**config.mk**
```make
export PLATFORM = sky130hd
export DESIGN_NAME = mdx_core
export DESIGN_NICKNAME = d
export VERILOG_FILES = /design/src/logic/mdx_pkg.sv /design/src/logic/mdx_quad_phase.sv /design/src/logic/mdx_file_ram.sv /design/src/logic/mdx_core.sv
export SDC_FILE = /design/constraint.sdc
export NUM_CORES = 1
export LEC_CHECK = 0
export ABC_AREA = 0
export BUFFER_PORTS_ARGS = -buffer_cell sky130_fd_sc_hd__buf_4
export CAP_MARGIN = 20
export CORE_MARGIN = 2
export CORE_UTILIZATION = 40
export DETAILED_ROUTE_END_ITERATION = 10
export SYNTH_ARGS = -nofsm -noshare
export SYNTH_HDL_FRONTEND = slang
export SYNTH_SLANG_ARGS = --single-unit
```
**constraint.sdc**
```tcl
create_clock -name core_clk -period 5 [get_ports core_clk]
set_input_delay 0.25 -clock core_clk [delete_from_list [all_inputs] [get_ports core_clk]]
set_output_delay 0.25 -clock core_clk [all_outputs]
set_load 0.02 [all_outputs]
```
**src/logic/mdx_pkg.sv**
```systemverilog
// mdx_pkg: shared constants and carriers for the instruction decode/execute core
// assumes one core clock; every instruction cycle is four core clocks
package mdx_pkg;
    localparam int InstrWidth   = 14;
    localparam int PcWidth      = 13;
    localparam int FileAddrW    = 7;
    localparam int StackDepth   = 8;
    localparam int StackPtrW    = 3;
    localparam int PhaseCount   = 4;
    // instruction field positions
    localparam int ClassHi      = 13;
    localparam int ClassLo      = 12;
    localparam int OpHi         = 11;
    localparam int OpLo         = 8;
    localparam int DestBit      = 7;
    localparam int BitSelHi     = 9;
    localparam int BitSelLo     = 7;
    localparam int JumpSelBit   = 11;
    // special file addresses
    localparam logic [6:0] TickAddr = 7'h01;
    localparam logic [6:0] PortAddr = 7'h06;
    // reset values
    localparam logic [12:0] PcReset   = 13'h0000;
    localparam logic [7:0]  ByteReset = 8'h00;
    // instruction classes from the two top bits
    typedef enum logic [1:0] {
        CLS_BYTE = 2'b00,
        CLS_BIT  = 2'b01,
        CLS_JUMP = 2'b10,
        CLS_LIT  = 2'b11
    } mdx_class_type;
    // arithmetic flags
    typedef struct packed {
        logic carry;
        logic digitCarry;
        logic zero;
    } mdx_flags_type;
    // one-clock control pulses towards the rest of the device
    typedef struct packed {
        logic sleepReq;
        logic watchdogClear;
        logic intReturn;
        logic prescalerClear;
    } mdx_ctrl_type;
endpackage

```
**src/logic/mdx_quad_phase.sv**
```systemverilog
// mdx_quad_phase: splits the core clock into four phases of an instruction cycle
// assumes a synchronous active-high reset on the same clock
`timescale 1ns/1ps
module mdx_quad_phase
(
    input  wire logic       core_clk,
    input  wire logic       rst,
    output logic [1:0]      phase,
    output logic            cycleEnd
);
    logic [1:0] phase_q;

    // free-running phase count, restarts at phase 0 after reset
    always_ff @(posedge core_clk)
    begin
        if (rst)
            phase_q <= 2'h0;
        else
            phase_q <= phase_q + 2'h1;
    end

    assign phase    = phase_q;
    assign cycleEnd = (phase_q == 2'(mdx_pkg::PhaseCount - 1));
endmodule // mdx_quad_phase

```
**src/logic/mdx_file_ram.sv**
```systemverilog
// mdx_file_ram: general file register storage, 128 bytes
// read data comes from a register one clock after the address
`timescale 1ns/1ps
module mdx_file_ram
(
    input  wire logic       core_clk,
    input  wire logic       we,
    input  wire logic [6:0] wAddr,
    input  wire logic [7:0] wData,
    input  wire logic [6:0] rAddr,
    output logic [7:0]      rData
);
    logic [7:0] mem [0:(1 << mdx_pkg::FileAddrW) - 1];
    logic [7:0] rData_q;

    // contents are undefined after reset, as in the real file
    always_ff @(posedge core_clk)
    begin
        if (we)
            mem[wAddr] <= wData;
        rData_q <= mem[rAddr];
    end

    assign rData = rData_q;
endmodule // mdx_file_ram

```
**src/logic/mdx_core.sv**
```systemverilog
// mdx_core: instruction decode and execution control of a small 8-bit core
// assumes program memory answers progAddr combinationally; port pins are asynchronous
`timescale 1ns/1ps
// How it works
// - every instruction is one 14-bit word: opcode plus operand fields
// - three classes: byte file ops, bit file ops, literal and control ops
// - byte ops: destination bit 0 writes the accumulator, 1 writes the file
// - the file selector is a 7-bit direct address, 0x00 to 0x7f
// - bit ops change only the selected bit of the named 8-bit register
// - literal field is 8 bits for data, 11 bits for jumps and calls
// - one instruction cycle is four core clock periods
// - taken skips and program counter changes add a second cycle run as nop
// - any instruction naming a file register reads it before modifying and storing
// - clearing the port reads it, refreshing the change comparison
// - don't-care opcode bits are ignored by the decoder
// - one working register is the implied source and the d=0 destination
// - port read-modify-write takes the pin levels, not the output latch
// - writing the tick counter clears its prescaler when assigned to it
module mdx_core
(
    input  wire logic                 core_clk,
    input  wire logic                 rst,
    output logic [12:0]               progAddr,
    input  wire logic [13:0]          instrWord,
    input  wire logic [7:0]           portPins,
    output logic [7:0]                portLatch,
    output logic                      portChange,
    input  wire logic                 tickStep,
    input  wire logic                 prescalerToTick,
    output logic [7:0]                accum,
    output mdx_pkg::mdx_flags_type    flags,
    output mdx_pkg::mdx_ctrl_type     ctrl
);
    logic [1:0]  phase;
    logic        cycleEnd;
    logic [13:0] ir_q;
    logic        execNop_q;
    logic [12:0] pc_q;
    logic [7:0]  w_q;
    logic [7:0]  opnd_q;
    logic [7:0]  res_q;
    logic [7:0]  ramRData;
    logic [7:0]  pinsMeta_q;
    logic [7:0]  pinsSync_q;
    logic [7:0]  portSnap_q;
    logic [7:0]  portLatch_q;
    logic        portChange_q;
    logic [7:0]  tick_q;
    logic [12:0] stack_q [0:mdx_pkg::StackDepth - 1];
    logic [2:0]  sp_q;
    mdx_pkg::mdx_flags_type flags_q;
    mdx_pkg::mdx_flags_type flags_d;
    mdx_pkg::mdx_ctrl_type  ctrl_q;
    mdx_pkg::mdx_class_type cls;
    logic [3:0]  op;
    logic [6:0]  fAddr;
    logic [2:0]  bitSel;
    logic        readsFile;
    logic        toFile;
    logic        toW;
    logic        updZ;
    logic        updC;
    logic        updDc;
    logic        skipIfZero;
    logic        doJump;
    logic        doCall;
    logic        doPop;
    logic        testBit;
    logic        testSense;
    logic [7:0]  res_d;
    logic        rdStrobe;
    logic        wrPhase;
    logic        ramWe;
    logic        wWe;
    logic        takeSkip;
    logic        pcChange;
    logic [8:0]  sum9;
    logic [4:0]  sum5;

    mdx_quad_phase u_phase
    (
        .core_clk (core_clk),
        .rst      (rst),
        .phase    (phase),
        .cycleEnd (cycleEnd)
    );

    // operand fields of the word under execution
    assign cls    = mdx_pkg::mdx_class_type'(ir_q[mdx_pkg::ClassHi:mdx_pkg::ClassLo]);
    assign op     = ir_q[mdx_pkg::OpHi:mdx_pkg::OpLo];
    assign fAddr  = ir_q[mdx_pkg::FileAddrW - 1:0];
    assign bitSel = ir_q[mdx_pkg::BitSelHi:mdx_pkg::BitSelLo];

    // decode; compares leave out don't-care bits, so they take either value
    always_comb
    begin
        readsFile  = 1'b0;
        toFile     = 1'b0;
        toW        = 1'b0;
        updZ       = 1'b0;
        updC       = 1'b0;
        updDc      = 1'b0;
        skipIfZero = 1'b0;
        doJump     = 1'b0;
        doCall     = 1'b0;
        doPop      = 1'b0;
        testBit    = 1'b0;
        testSense  = 1'b0;
        case (cls)
            mdx_pkg::CLS_BYTE:
            begin
                if (op == 4'h0)
                begin
                    // move w to f, or the no-operand control group
                    readsFile = ir_q[mdx_pkg::DestBit];
                    toFile    = ir_q[mdx_pkg::DestBit];
                    doPop     = !ir_q[mdx_pkg::DestBit] && (ir_q[6:1] == 6'h04);
                end
                else
                begin
                    readsFile = (op != 4'h1) || ir_q[mdx_pkg::DestBit];
                    toFile    = ir_q[mdx_pkg::DestBit];
                    toW       = !ir_q[mdx_pkg::DestBit];
                    updZ      = (op != 4'hb) && (op != 4'hf) && (op != 4'he)
                                && (op != 4'hd) && (op != 4'hc);
                    updC      = (op == 4'h7) || (op == 4'h2) || (op == 4'hd)
                                || (op == 4'hc);
                    updDc     = (op == 4'h7) || (op == 4'h2);
                    skipIfZero = (op == 4'hb) || (op == 4'hf);
                end
            end
            mdx_pkg::CLS_BIT:
            begin
                readsFile = 1'b1;
                toFile    = !op[3];
                testBit   = op[3];
                testSense = op[2];
            end
            mdx_pkg::CLS_JUMP:
            begin
                doJump = 1'b1;
                doCall = !ir_q[mdx_pkg::JumpSelBit];
            end
            default:
            begin
                // literal data ops always land in w
                toW   = 1'b1;
                doPop = (op[3:2] == 2'b01);
                updZ  = op[3];
                updC  = (op[3:2] == 2'b11);
                updDc = (op[3:2] == 2'b11);
            end
        endcase
    end

    // arithmetic and logic of the modify step
    always_comb
    begin
        res_d   = opnd_q;
        flags_d = flags_q;
        sum9    = 9'h000;
        sum5    = 5'h00;
        if (cls == mdx_pkg::CLS_BYTE)
        begin
            case (op)
                4'h0: res_d = w_q;
                4'h1: res_d = mdx_pkg::ByteReset;
                4'h2:
                begin
                    sum9 = {1'b0, opnd_q} + {1'b0, ~w_q} + 9'h001;
                    sum5 = {1'b0, opnd_q[3:0]} + {1'b0, ~w_q[3:0]} + 5'h01;
                end
                4'h3: res_d = opnd_q - 8'h01;
                4'h4: res_d = opnd_q | w_q;
                4'h5: res_d = opnd_q & w_q;
                4'h6: res_d = opnd_q ^ w_q;
                4'h7:
                begin
                    sum9 = {1'b0, opnd_q} + {1'b0, w_q};
                    sum5 = {1'b0, opnd_q[3:0]} + {1'b0, w_q[3:0]};
                end
                4'h9: res_d = ~opnd_q;
                4'ha: res_d = opnd_q + 8'h01;
                4'hb: res_d = opnd_q - 8'h01;
                4'hc: {res_d, flags_d.carry} = {flags_q.carry, opnd_q};
                4'hd: {flags_d.carry, res_d} = {opnd_q, flags_q.carry};
                4'he: res_d = {opnd_q[3:0], opnd_q[7:4]};
                4'hf: res_d = opnd_q + 8'h01;
                default: res_d = opnd_q;
            endcase
        end
        else if (cls == mdx_pkg::CLS_BIT)
        begin
            res_d[bitSel] = op[2];
        end
        else if (cls == mdx_pkg::CLS_LIT)
        begin
            casez (op)
                4'b00??: res_d = ir_q[7:0];
                4'b01??: res_d = ir_q[7:0];
                4'b1000: res_d = w_q | ir_q[7:0];
                4'b1001: res_d = w_q & ir_q[7:0];
                4'b1010: res_d = w_q ^ ir_q[7:0];
                4'b110?:
                begin
                    sum9 = {1'b0, ir_q[7:0]} + {1'b0, ~w_q} + 9'h001;
                    sum5 = {1'b0, ir_q[3:0]} + {1'b0, ~w_q[3:0]} + 5'h01;
                end
                4'b111?:
                begin
                    sum9 = {1'b0, ir_q[7:0]} + {1'b0, w_q};
                    sum5 = {1'b0, ir_q[3:0]} + {1'b0, w_q[3:0]};
                end
                default: res_d = w_q;
            endcase
        end
        if (updDc)
        begin
            res_d              = sum9[7:0];
            flags_d.carry      = sum9[8];
            flags_d.digitCarry = sum5[4];
        end
        if (updZ)
            flags_d.zero = (res_d == 8'h00);
        // only the carry-writing ops may move carry; every other op keeps it
        if (!updC)
            flags_d.carry = flags_q.carry;
    end

    // phase roles: read at phase 1, modify at 2, store at 3
    assign rdStrobe = (phase == 2'h1) && readsFile && !execNop_q;
    assign wrPhase  = cycleEnd && !execNop_q;
    assign ramWe    = wrPhase && toFile && (fAddr != mdx_pkg::TickAddr)
                      && (fAddr != mdx_pkg::PortAddr);
    assign wWe      = wrPhase && toW;
    assign takeSkip = (skipIfZero && (res_q == 8'h00))
                      || (testBit && (opnd_q[bitSel] == testSense));
    assign pcChange = doJump || doPop;

    mdx_file_ram u_ram
    (
        .core_clk (core_clk),
        .we       (ramWe),
        .wAddr    (fAddr),
        .wData    (res_q),
        .rAddr    (fAddr),
        .rData    (ramRData)
    );

    // port pins are asynchronous, two flops before use
    always_ff @(posedge core_clk)
    begin
        pinsMeta_q <= portPins;
        pinsSync_q <= pinsMeta_q;
    end

    // read and modify steps
    always_ff @(posedge core_clk)
    begin
        if (rst)
        begin
            opnd_q <= mdx_pkg::ByteReset;
            res_q  <= mdx_pkg::ByteReset;
        end
        else
        begin
            if (rdStrobe)
            begin
                if (fAddr == mdx_pkg::PortAddr)
                    opnd_q <= pinsSync_q;
                else if (fAddr == mdx_pkg::TickAddr)
                    opnd_q <= tick_q;
                else
                    opnd_q <= ramRData;
            end
            else if (phase == 2'h1)
                opnd_q <= mdx_pkg::ByteReset;
            if (phase == 2'h2)
                res_q <= res_d;
        end
    end

    // working register stored at the cycle end, flags stored at phase 2
    always_ff @(posedge core_clk)
    begin
        if (rst)
        begin
            w_q     <= mdx_pkg::ByteReset;
            flags_q <= '0;
        end
        else
        begin
            if (wWe)
                w_q <= res_q;
            if (phase == 2'h2 && !execNop_q)
                flags_q <= flags_d;
        end
    end

    // port latch and change comparison; a read refreshes the snapshot
    always_ff @(posedge core_clk)
    begin
        if (rst)
        begin
            portLatch_q  <= mdx_pkg::ByteReset;
            portSnap_q   <= mdx_pkg::ByteReset;
            portChange_q <= 1'b0;
        end
        else
        begin
            if (wrPhase && toFile && fAddr == mdx_pkg::PortAddr)
                portLatch_q <= res_q;
            if (rdStrobe && fAddr == mdx_pkg::PortAddr)
                portSnap_q <= pinsSync_q;
            portChange_q <= (pinsSync_q != portSnap_q);
        end
    end

    // tick counter: a store replaces the count and clears the prescaler when it is assigned to the counter
    always_ff @(posedge core_clk)
    begin
        if (rst)
        begin
            tick_q <= mdx_pkg::ByteReset;
            ctrl_q <= '0;
        end
        else
        begin
            ctrl_q <= '0;
            if (wrPhase && toFile && fAddr == mdx_pkg::TickAddr)
            begin
                tick_q                <= res_q;
                ctrl_q.prescalerClear <= prescalerToTick;
            end
            else if (tickStep)
                tick_q <= tick_q + 8'h01;
            if (wrPhase && cls == mdx_pkg::CLS_BYTE && op == 4'h0 && !ir_q[7])
            begin
                ctrl_q.sleepReq      <= (ir_q[6:0] == 7'h63);
                ctrl_q.watchdogClear <= (ir_q[6:0] == 7'h64);
                ctrl_q.intReturn     <= (ir_q[6:0] == 7'h09);
            end
        end
    end

    // fetch and program flow; a flushed fetch runs as a nop next cycle
    always_ff @(posedge core_clk)
    begin
        if (rst)
        begin
            pc_q      <= mdx_pkg::PcReset;
            ir_q      <= 14'h0000;
            execNop_q <= 1'b1;
            sp_q      <= 3'h0;
        end
        else if (cycleEnd)
        begin
            ir_q      <= instrWord;
            execNop_q <= !execNop_q && (pcChange || takeSkip);
            if (!execNop_q && doJump)
                pc_q <= {pc_q[12:11], ir_q[10:0]};
            else if (!execNop_q && doPop)
                pc_q <= stack_q[sp_q - 3'h1];
            else
                pc_q <= pc_q + 13'h0001;
            if (!execNop_q && doCall)
            begin
                stack_q[sp_q] <= pc_q;
                sp_q          <= sp_q + 3'h1;
            end
            else if (!execNop_q && doPop)
                sp_q <= sp_q - 3'h1;
        end
    end

    assign progAddr   = pc_q;
    assign portLatch  = portLatch_q;
    assign portChange = portChange_q;
    assign accum      = w_q;
    assign flags      = flags_q;
    assign ctrl       = ctrl_q;
endmodule // mdx_core

```
* Word level (Yosys, flattened, before mapping) *
Memories as Yosys holds them, arrays and structs flattened. A register that Yosys moved wholly into a read port is not among the register bits.
Cells that the tools add are included.

cells by class
  $add $sub $neg = 19
  multipliers = 0
  divide/modulo/power cells = 0
  magnitude comparators = 2
  eq/ne operators = 41
  shift-type cells = 0
  muxes and demuxes = 59
  bitwise logic cells = 12
  reduce and logical (&&, ||, !) cells = 59

operators with widths
  kind                   count
  $pmux W8 S11           1
  $mux W8                10
  $pmux W8 S5            1
  $add A8 B8 Y9          4
  $pmux W9 S2            2
  $eq A4 B4 Y1 const B   8
  $mux W9                3
  $logic_and A1 B1 Y1    26
  $mux W1                21
  $add A4 B4 Y5          4
  $ne A4 B4 Y1 const B   5
  $pmux W5 S2            2
  $add A9 B1 Y9 const B  2
  $add A8 B1 Y8 const B  2
  $and A8 B8 Y8          2
  $eq A4 B3 Y1 const B   4
  $logic_not A8 Y1       2
  $not A8 Y8             2
  $or A8 B8 Y8           2
  $pmux W1 S2            8
  $xor A8 B8 Y8          2
  $mux W5                3
  $eq A7 B7 Y1 const B   2
  $reduce_or A2 Y1       7
  39 further kinds       67

word-level totals
  flip-flop bits (word level) = 105
  bits in latches = 0
  bits in writable memories = 1128
  bits in read-only memories = 0
  word-level logic and storage cells = 216
  memories = 2

memories
  memory     words  bits a word  read ports  clocked after Yosys merged registers in  write ports  line                text
  u_ram.mem  128    8            1           1                                        1            mdx_file_ram.sv:13  logic [7:0] mem [0:(1 << mdx_pkg::FileAddrW) - 1];
  stack_q    8      13           1           0                                        1            mdx_core.sv:49      logic [12:0] stack_q [0:mdx_pkg::StackDepth - 1];

* Depth between registers and ports, before layout *
  depth in word-level cells = 9
  mapped depth = 17
  gate-level depth less buffers = 12

* Cells and area by module *
A second synthesis with hierarchy kept.

unflattened totals
  cells, all modules = 2882
  area total of the unflattened synthesis = 52068.7 um^2

by module, submodules not included
  module          instances  cells an instance  area each (um^2)
  mdx_file_ram    1          1635               39665.5
  mdx_core        1          1242               12340.6
  mdx_quad_phase  1          5                  62.6

* Worst setup path before layout *
OpenSTA, ideal clock, no wires.

  kind = register to register
  start point = register ir_q[2]
  end point = register flags_q, in the netlist flags[0]
  library setup time = 0.101 ns
  arrival = 3.603 ns
  path slack = 1.296 ns
  cell stages (with the launch flop) = 16
  clock period less this slack = 3.704 ns
  path through = dfxtp_1 -> clkbuf_1 -> clkbuf_1 -> buf_1 -> clkbuf_1 -> inv_1 -> ha_1 -> clkbuf_1 -> nor3_1 -> a2111oi_0 -> or2_1 -> nand3_1 -> a31oi_1 -> a32oi_1 -> or2_2 -> o41ai_1

on the way
  word-level cells in the longest chain between the ends = 8

ends and longest elaborated chain
  what                    line             text
  start, declared         mdx_core.sv:36   logic [13:0] ir_q;
  start signal, assigned  mdx_core.sv:358  ir_q <= instrWord;
  $add A8 B8 Y9           mdx_core.sv:206  sum9 = {1'b0, ir_q[7:0]} + {1'b0, ~w_q} + 9'h001;
  $add A9 B1 Y9           mdx_core.sv:206
  $pmux W9 S2             mdx_core.sv:198  casez (op)
  $mux W9                 mdx_core.sv:196  else if (cls == mdx_pkg::CLS_LIT)
  $mux W9                 mdx_core.sv:192  else if (cls == mdx_pkg::CLS_BIT)
  $mux W9                 mdx_core.sv:163  if (cls == mdx_pkg::CLS_BYTE)
  $mux W8 (*)             mdx_core.sv:217  if (updDc)
  $logic_not A8 Y1 (*)    mdx_core.sv:224  flags_d.zero = (res_d == 8'h00);
  end signal, assigned    mdx_core.sv:296  flags_q <= flags_d;
  end, declared           mdx_core.sv:51   mdx_pkg::mdx_flags_type flags_q;

Every way passes the cells marked *; elsewhere a longest branch is shown, timed or not.
A chain may end at the register's enable or synchronous reset.

* Worst setup path in the final report *
  start point = register ir_q[3]
  end point = register flags_q, in the netlist flags[0]

Same word-level chain as after synthesis.

==> impl_metrics.sql <==
INSERT INTO impl_metrics (metric_group, metric, value, unit) VALUES
('run_status', 'outcome', 'complete, no violations', ''),
('clock_network', 'cts_tree', 'yes', ''),
('global_route', 'grt_first_pass_wirelength', '202', 'mm'),
('clock_network', 'cts.hold.buffers_added', '33', ''),
('drt', 'finalWirelength', '138', 'mm'),
('setup_path', 'crit_chain', 'buf_4 -> inv_4 -> ha_1 -> nor3_1 -> a2111oi_0 -> or2_1 -> nand3_1 -> a31oi_1 -> a32oi_1 -> or2_2 -> o41ai_1', ''),
('global_route', 'pin_count_of_the_biggest_net_entering_global_routing', '135', ''),
('floorplanning', 'die_width', '365', 'um'),
('floorplanning', 'die-height', '365', 'um'),
('pwr', 'largest_voltage_drop_on_the_vdd_net', '0.000305', 'V'),
('place', 'hpwlAfterDp', '85.9', 'mm'),
('drt', 'drcViolationCount', '0', ''),
('place', 'io_buffers', '62', ''),
('timing', 'final-setup-viol-count', '0', ''),
('hold_path', 'worst_hold_path_type', 'primary input to flip-flop', ''),
('synth', 'yosys_top_cell_area_share', '65.1', '%'),
('synth', 'post_synth_edffs', '1128', ''),
('setup_path', 'end_kind', 'flip-flop', ''),
('floorplanning', 'initial_core_util', '40.2', '%'),
('clock_network', 'cts.sink_count', '1241', ''),
('drt', 'drt_pass1_iterations', '7', ''),
('setup_path', 'timing.critical_path.required', '5.65', 'ns'),
('global_route', 'grt_antenna_before_repair', '2', ''),
('timing', 'max_slew_margin', '31.0', '%'),
('clock_network', 'htree_levels', '4', ''),
('synth', 'yosys.area.top_type', 'sky130_fd_sc_hd__edfxtp_1', ''),
('timing', 'tns', '0', 'ns'),
('place', 'place.gp.congestion', '0.952', ''),
('place', 'dpl-instance-area', '54600', 'sq um'),
('floorplanning', 'core.rowCount', '132', ''),
('floorplanning', 'design.portCount', '63', ''),
('synth', 'post_synth_inst_count', '2917', ''),
('setup_path', 'critical_path_source_type', 'flip-flop', ''),
('synth', 'postSynthRegisterBits', '1241', ''),
('timing', 'rsz0062_at_grt', 'false', ''),
('floorplanning', 'floorplan.core_area', '129000', 'sq um'),
('clock_network', 'clk_path_buf_depth', '3', ''),
('synth', 'postSynthAreaPerCell', '17.8', 'sq um'),
('drt', 'ant_nets', '0', ''),
('cells_and_area', 'final_common_cell', 'sky130_fd_sc_hd__edfxtp_1', ''),
('setup_path', 'critPathMaxFanout', '21', ''),
('synth', 'synth_warnings', '0', ''),
('setup_path', 'critical_path.slowest_cell', 'sky130_fd_sc_hd__a2111oi_0', ''),
('cells_and_area', 'area_growth_syn_to_layout', '13.9', '%'),
('floorplanning', 'die_area', '133000', 'sq um'),
('timing', 'final_hold_viol_count', '0', ''),
('cells_and_area', 'finalNetCount', '3142', ''),
('pwr', 'powerDensity', '373', 'nW/um^2'),
('setup_path', 'timing.critical_path.slowest_cell_delay', '0.81', 'ns'),
('timing', 'fin_worst_skew', '0.0259', 'ns'),
('clock_network', 'worst_setup_hold_path_clk_slew', '0.06', 'ns'),
('clock_network', 'post_cts_buffers', '0', ''),
('cells_and_area', 'commonest_cells_after_routing_fill_and_taps_aside', 'sky130_fd_sc_hd__edfxtp_1 (1,128), sky130_fd_sc_hd__mux4_2 (357), sky130_fd_sc_hd__nor2_1 (260)', ''),
('timing', 'max_clock_freq', '265', 'MHz'),
('synth', 'asyncSetResetFlopFracSynth', '0', '%'),
('synth', 'synth-main-ff-cell', 'sky130_fd_sc_hd__edfxtp_1', ''),
('drt', 'total_via_count_after_detailed_routing', '28500', ''),
('global_route', 'grt_pass1_vias', '29200', ''),
('clock_network', 'clock_latency', '0.75', 'ns'),
('job', 'cap_viol_max_count', '0', ''),
('setup_path', 'critical-path-top-delay-family', 'compound AO/OA/AOI/OAI gates', ''),
('global_route', 'gr-usage-all-layers', '20.8', '%'),
('cells_and_area', 'drive_above_1_share', '23.0', '%'),
('pwr', 'power.static_leakage', '18.8', 'nW'),
('cells_and_area', 'finalInstanceArea', '59300', 'sq um'),
('timing', 'worst_slew_pin_slew', '1.03', 'ns'),
('timing', 'layout_min_cycle_time', '3.78', 'ns'),
('synth', 'synth_seq_area_share', '69.4', '%'),
('setup_path', 'worst-setup-path-type', 'flip-flop to flip-flop', ''),
('clock_network', 'cts_buffer_count', '131', ''),
('timing', 'period_share', '75.6', '%');
## worst reg2reg max path, stage by stage, from the launching register on
cell and delay [ns]:
sky130_fd_sc_hd__dfxtp_1 0.57, sky130_fd_sc_hd__buf_4 0.34, sky130_fd_sc_hd__inv_4 0.24, sky130_fd_sc_hd__ha_1 0.43, sky130_fd_sc_hd__nor3_1 0.07, sky130_fd_sc_hd__a2111oi_0 0.81
sky130_fd_sc_hd__or2_1 0.22, sky130_fd_sc_hd__nand3_1 0.10, sky130_fd_sc_hd__a31oi_1 0.26, sky130_fd_sc_hd__a32oi_1 0.12, sky130_fd_sc_hd__or2_2 0.32, sky130_fd_sc_hd__o41ai_1 0.21
## Yosys cell counts (all sizes together) (33+ instances only)
cell type and count:
edfxtp 1128, mux4 357, nor2 267, nand2 117, dfxtp 113, clkbuf 102, buf 81, mux2i 76
a21oi 74, ha 62, inv 52, o21ai 52, nand3 42, a211oi 36, nor3 33
## cell families (layout without fill, tap and decap cells)
kind of cell | count (synthesis) | after routing | synth area share (%)
AND/OR/NAND/NOR | 580 | 580 | 5.12
buffers and inverters | 237 | 460 | 1.92
flip-flops | 1241 | 1241 | 69.4
adder cells (fa/ha/maj) | 66 | 66 | 1.64
other | 1 | 16 | 0.00721
XOR/XNOR | 39 | 39 | 0.671
multiplexers | 434 | 434 | 16.9
AO/OA/AOI/OAI | 319 | 319 | 4.27
## report_power, final
part           internal, mW  leakage (nW)  switching, mW
sequential             11.3          11.4          0.138
clock                  5.72          2.09           4.03
combinational         0.350          5.36          0.535
## stage by stage
stage               power (mW)  utilization (%)  std cells  setup slack, ns  hold WS (ns)
global route              22.7             45.8       4897             1.06         0.133
floorplan                 12.2                -       2932             1.30         0.278
finish                    22.1             45.8       4897             1.22         0.166
detailed placement        12.6             42.2       4625             1.33         0.312
global placement          12.6             42.2       4624             1.33         0.319
CTS                       22.3             45.8       4896             1.29        0.0965
## routing by layer
metal	track usage (%)	share of wire, %	routed length, um
met5	0	0.0073	10
met4	6.58	3.0	4170
met3	4.11	7.2	9850
met2	34.0	49	67400
met1	28.0	41	56300
## sequential cells by signal, summed over array words and instances, names as in the netlist, 2 cells and up
signal and count:
pinsMeta_q 8, portSnap_q 8, sp_q 3, progAddr 13, ir_q 14, stack_q 104
u_ram.rData 8, u_phase.phase 2, portLatch 8, res_q 8, ctrl 4, pinsSync_q 8
opnd_q 8, tick_q 8, u_ram.mem 1024, accum 8, flags 3
## path summary, 6_finish.rpt
| kind | startpoint | endpoint | slack [ns] | cells after the start |
|---|---|---|---|---|
| min reg2reg | pinsMeta_q[1]$_DFF_P_ | pinsSync_q[1]$_DFF_P_ | 0.33 | 0 |
| min | portPins[6] | pinsMeta_q[6]$_DFF_P_ | 0.17 | 2 |
| max | ir_q[3]$_SDFFE_PP0P_ | flags[0]$_SDFFE_PP0P_ | 1.22 | 11 |
| max reg2reg | ir_q[3]$_SDFFE_PP0P_ | flags[0]$_SDFFE_PP0P_ | 1.22 | 11 |
## final cells by class
| class | count | area (sq um) |
|---|---|---|
| Fill cell | 10900 | 70000 |
| Sequential cell | 1241 | 36200 |
| Multi-Input combinational cell | 1454 | 15000 |
| Clock buffer | 158 | 3480 |
| Tap cell | 1742 | 2180 |
| Timing Repair Buffer | 168 | 1410 |
| Clock inverter | 80 | 833 |
| Inverter | 54 | 205 |
Note: power is estimated with default switching activity, not from simulation.
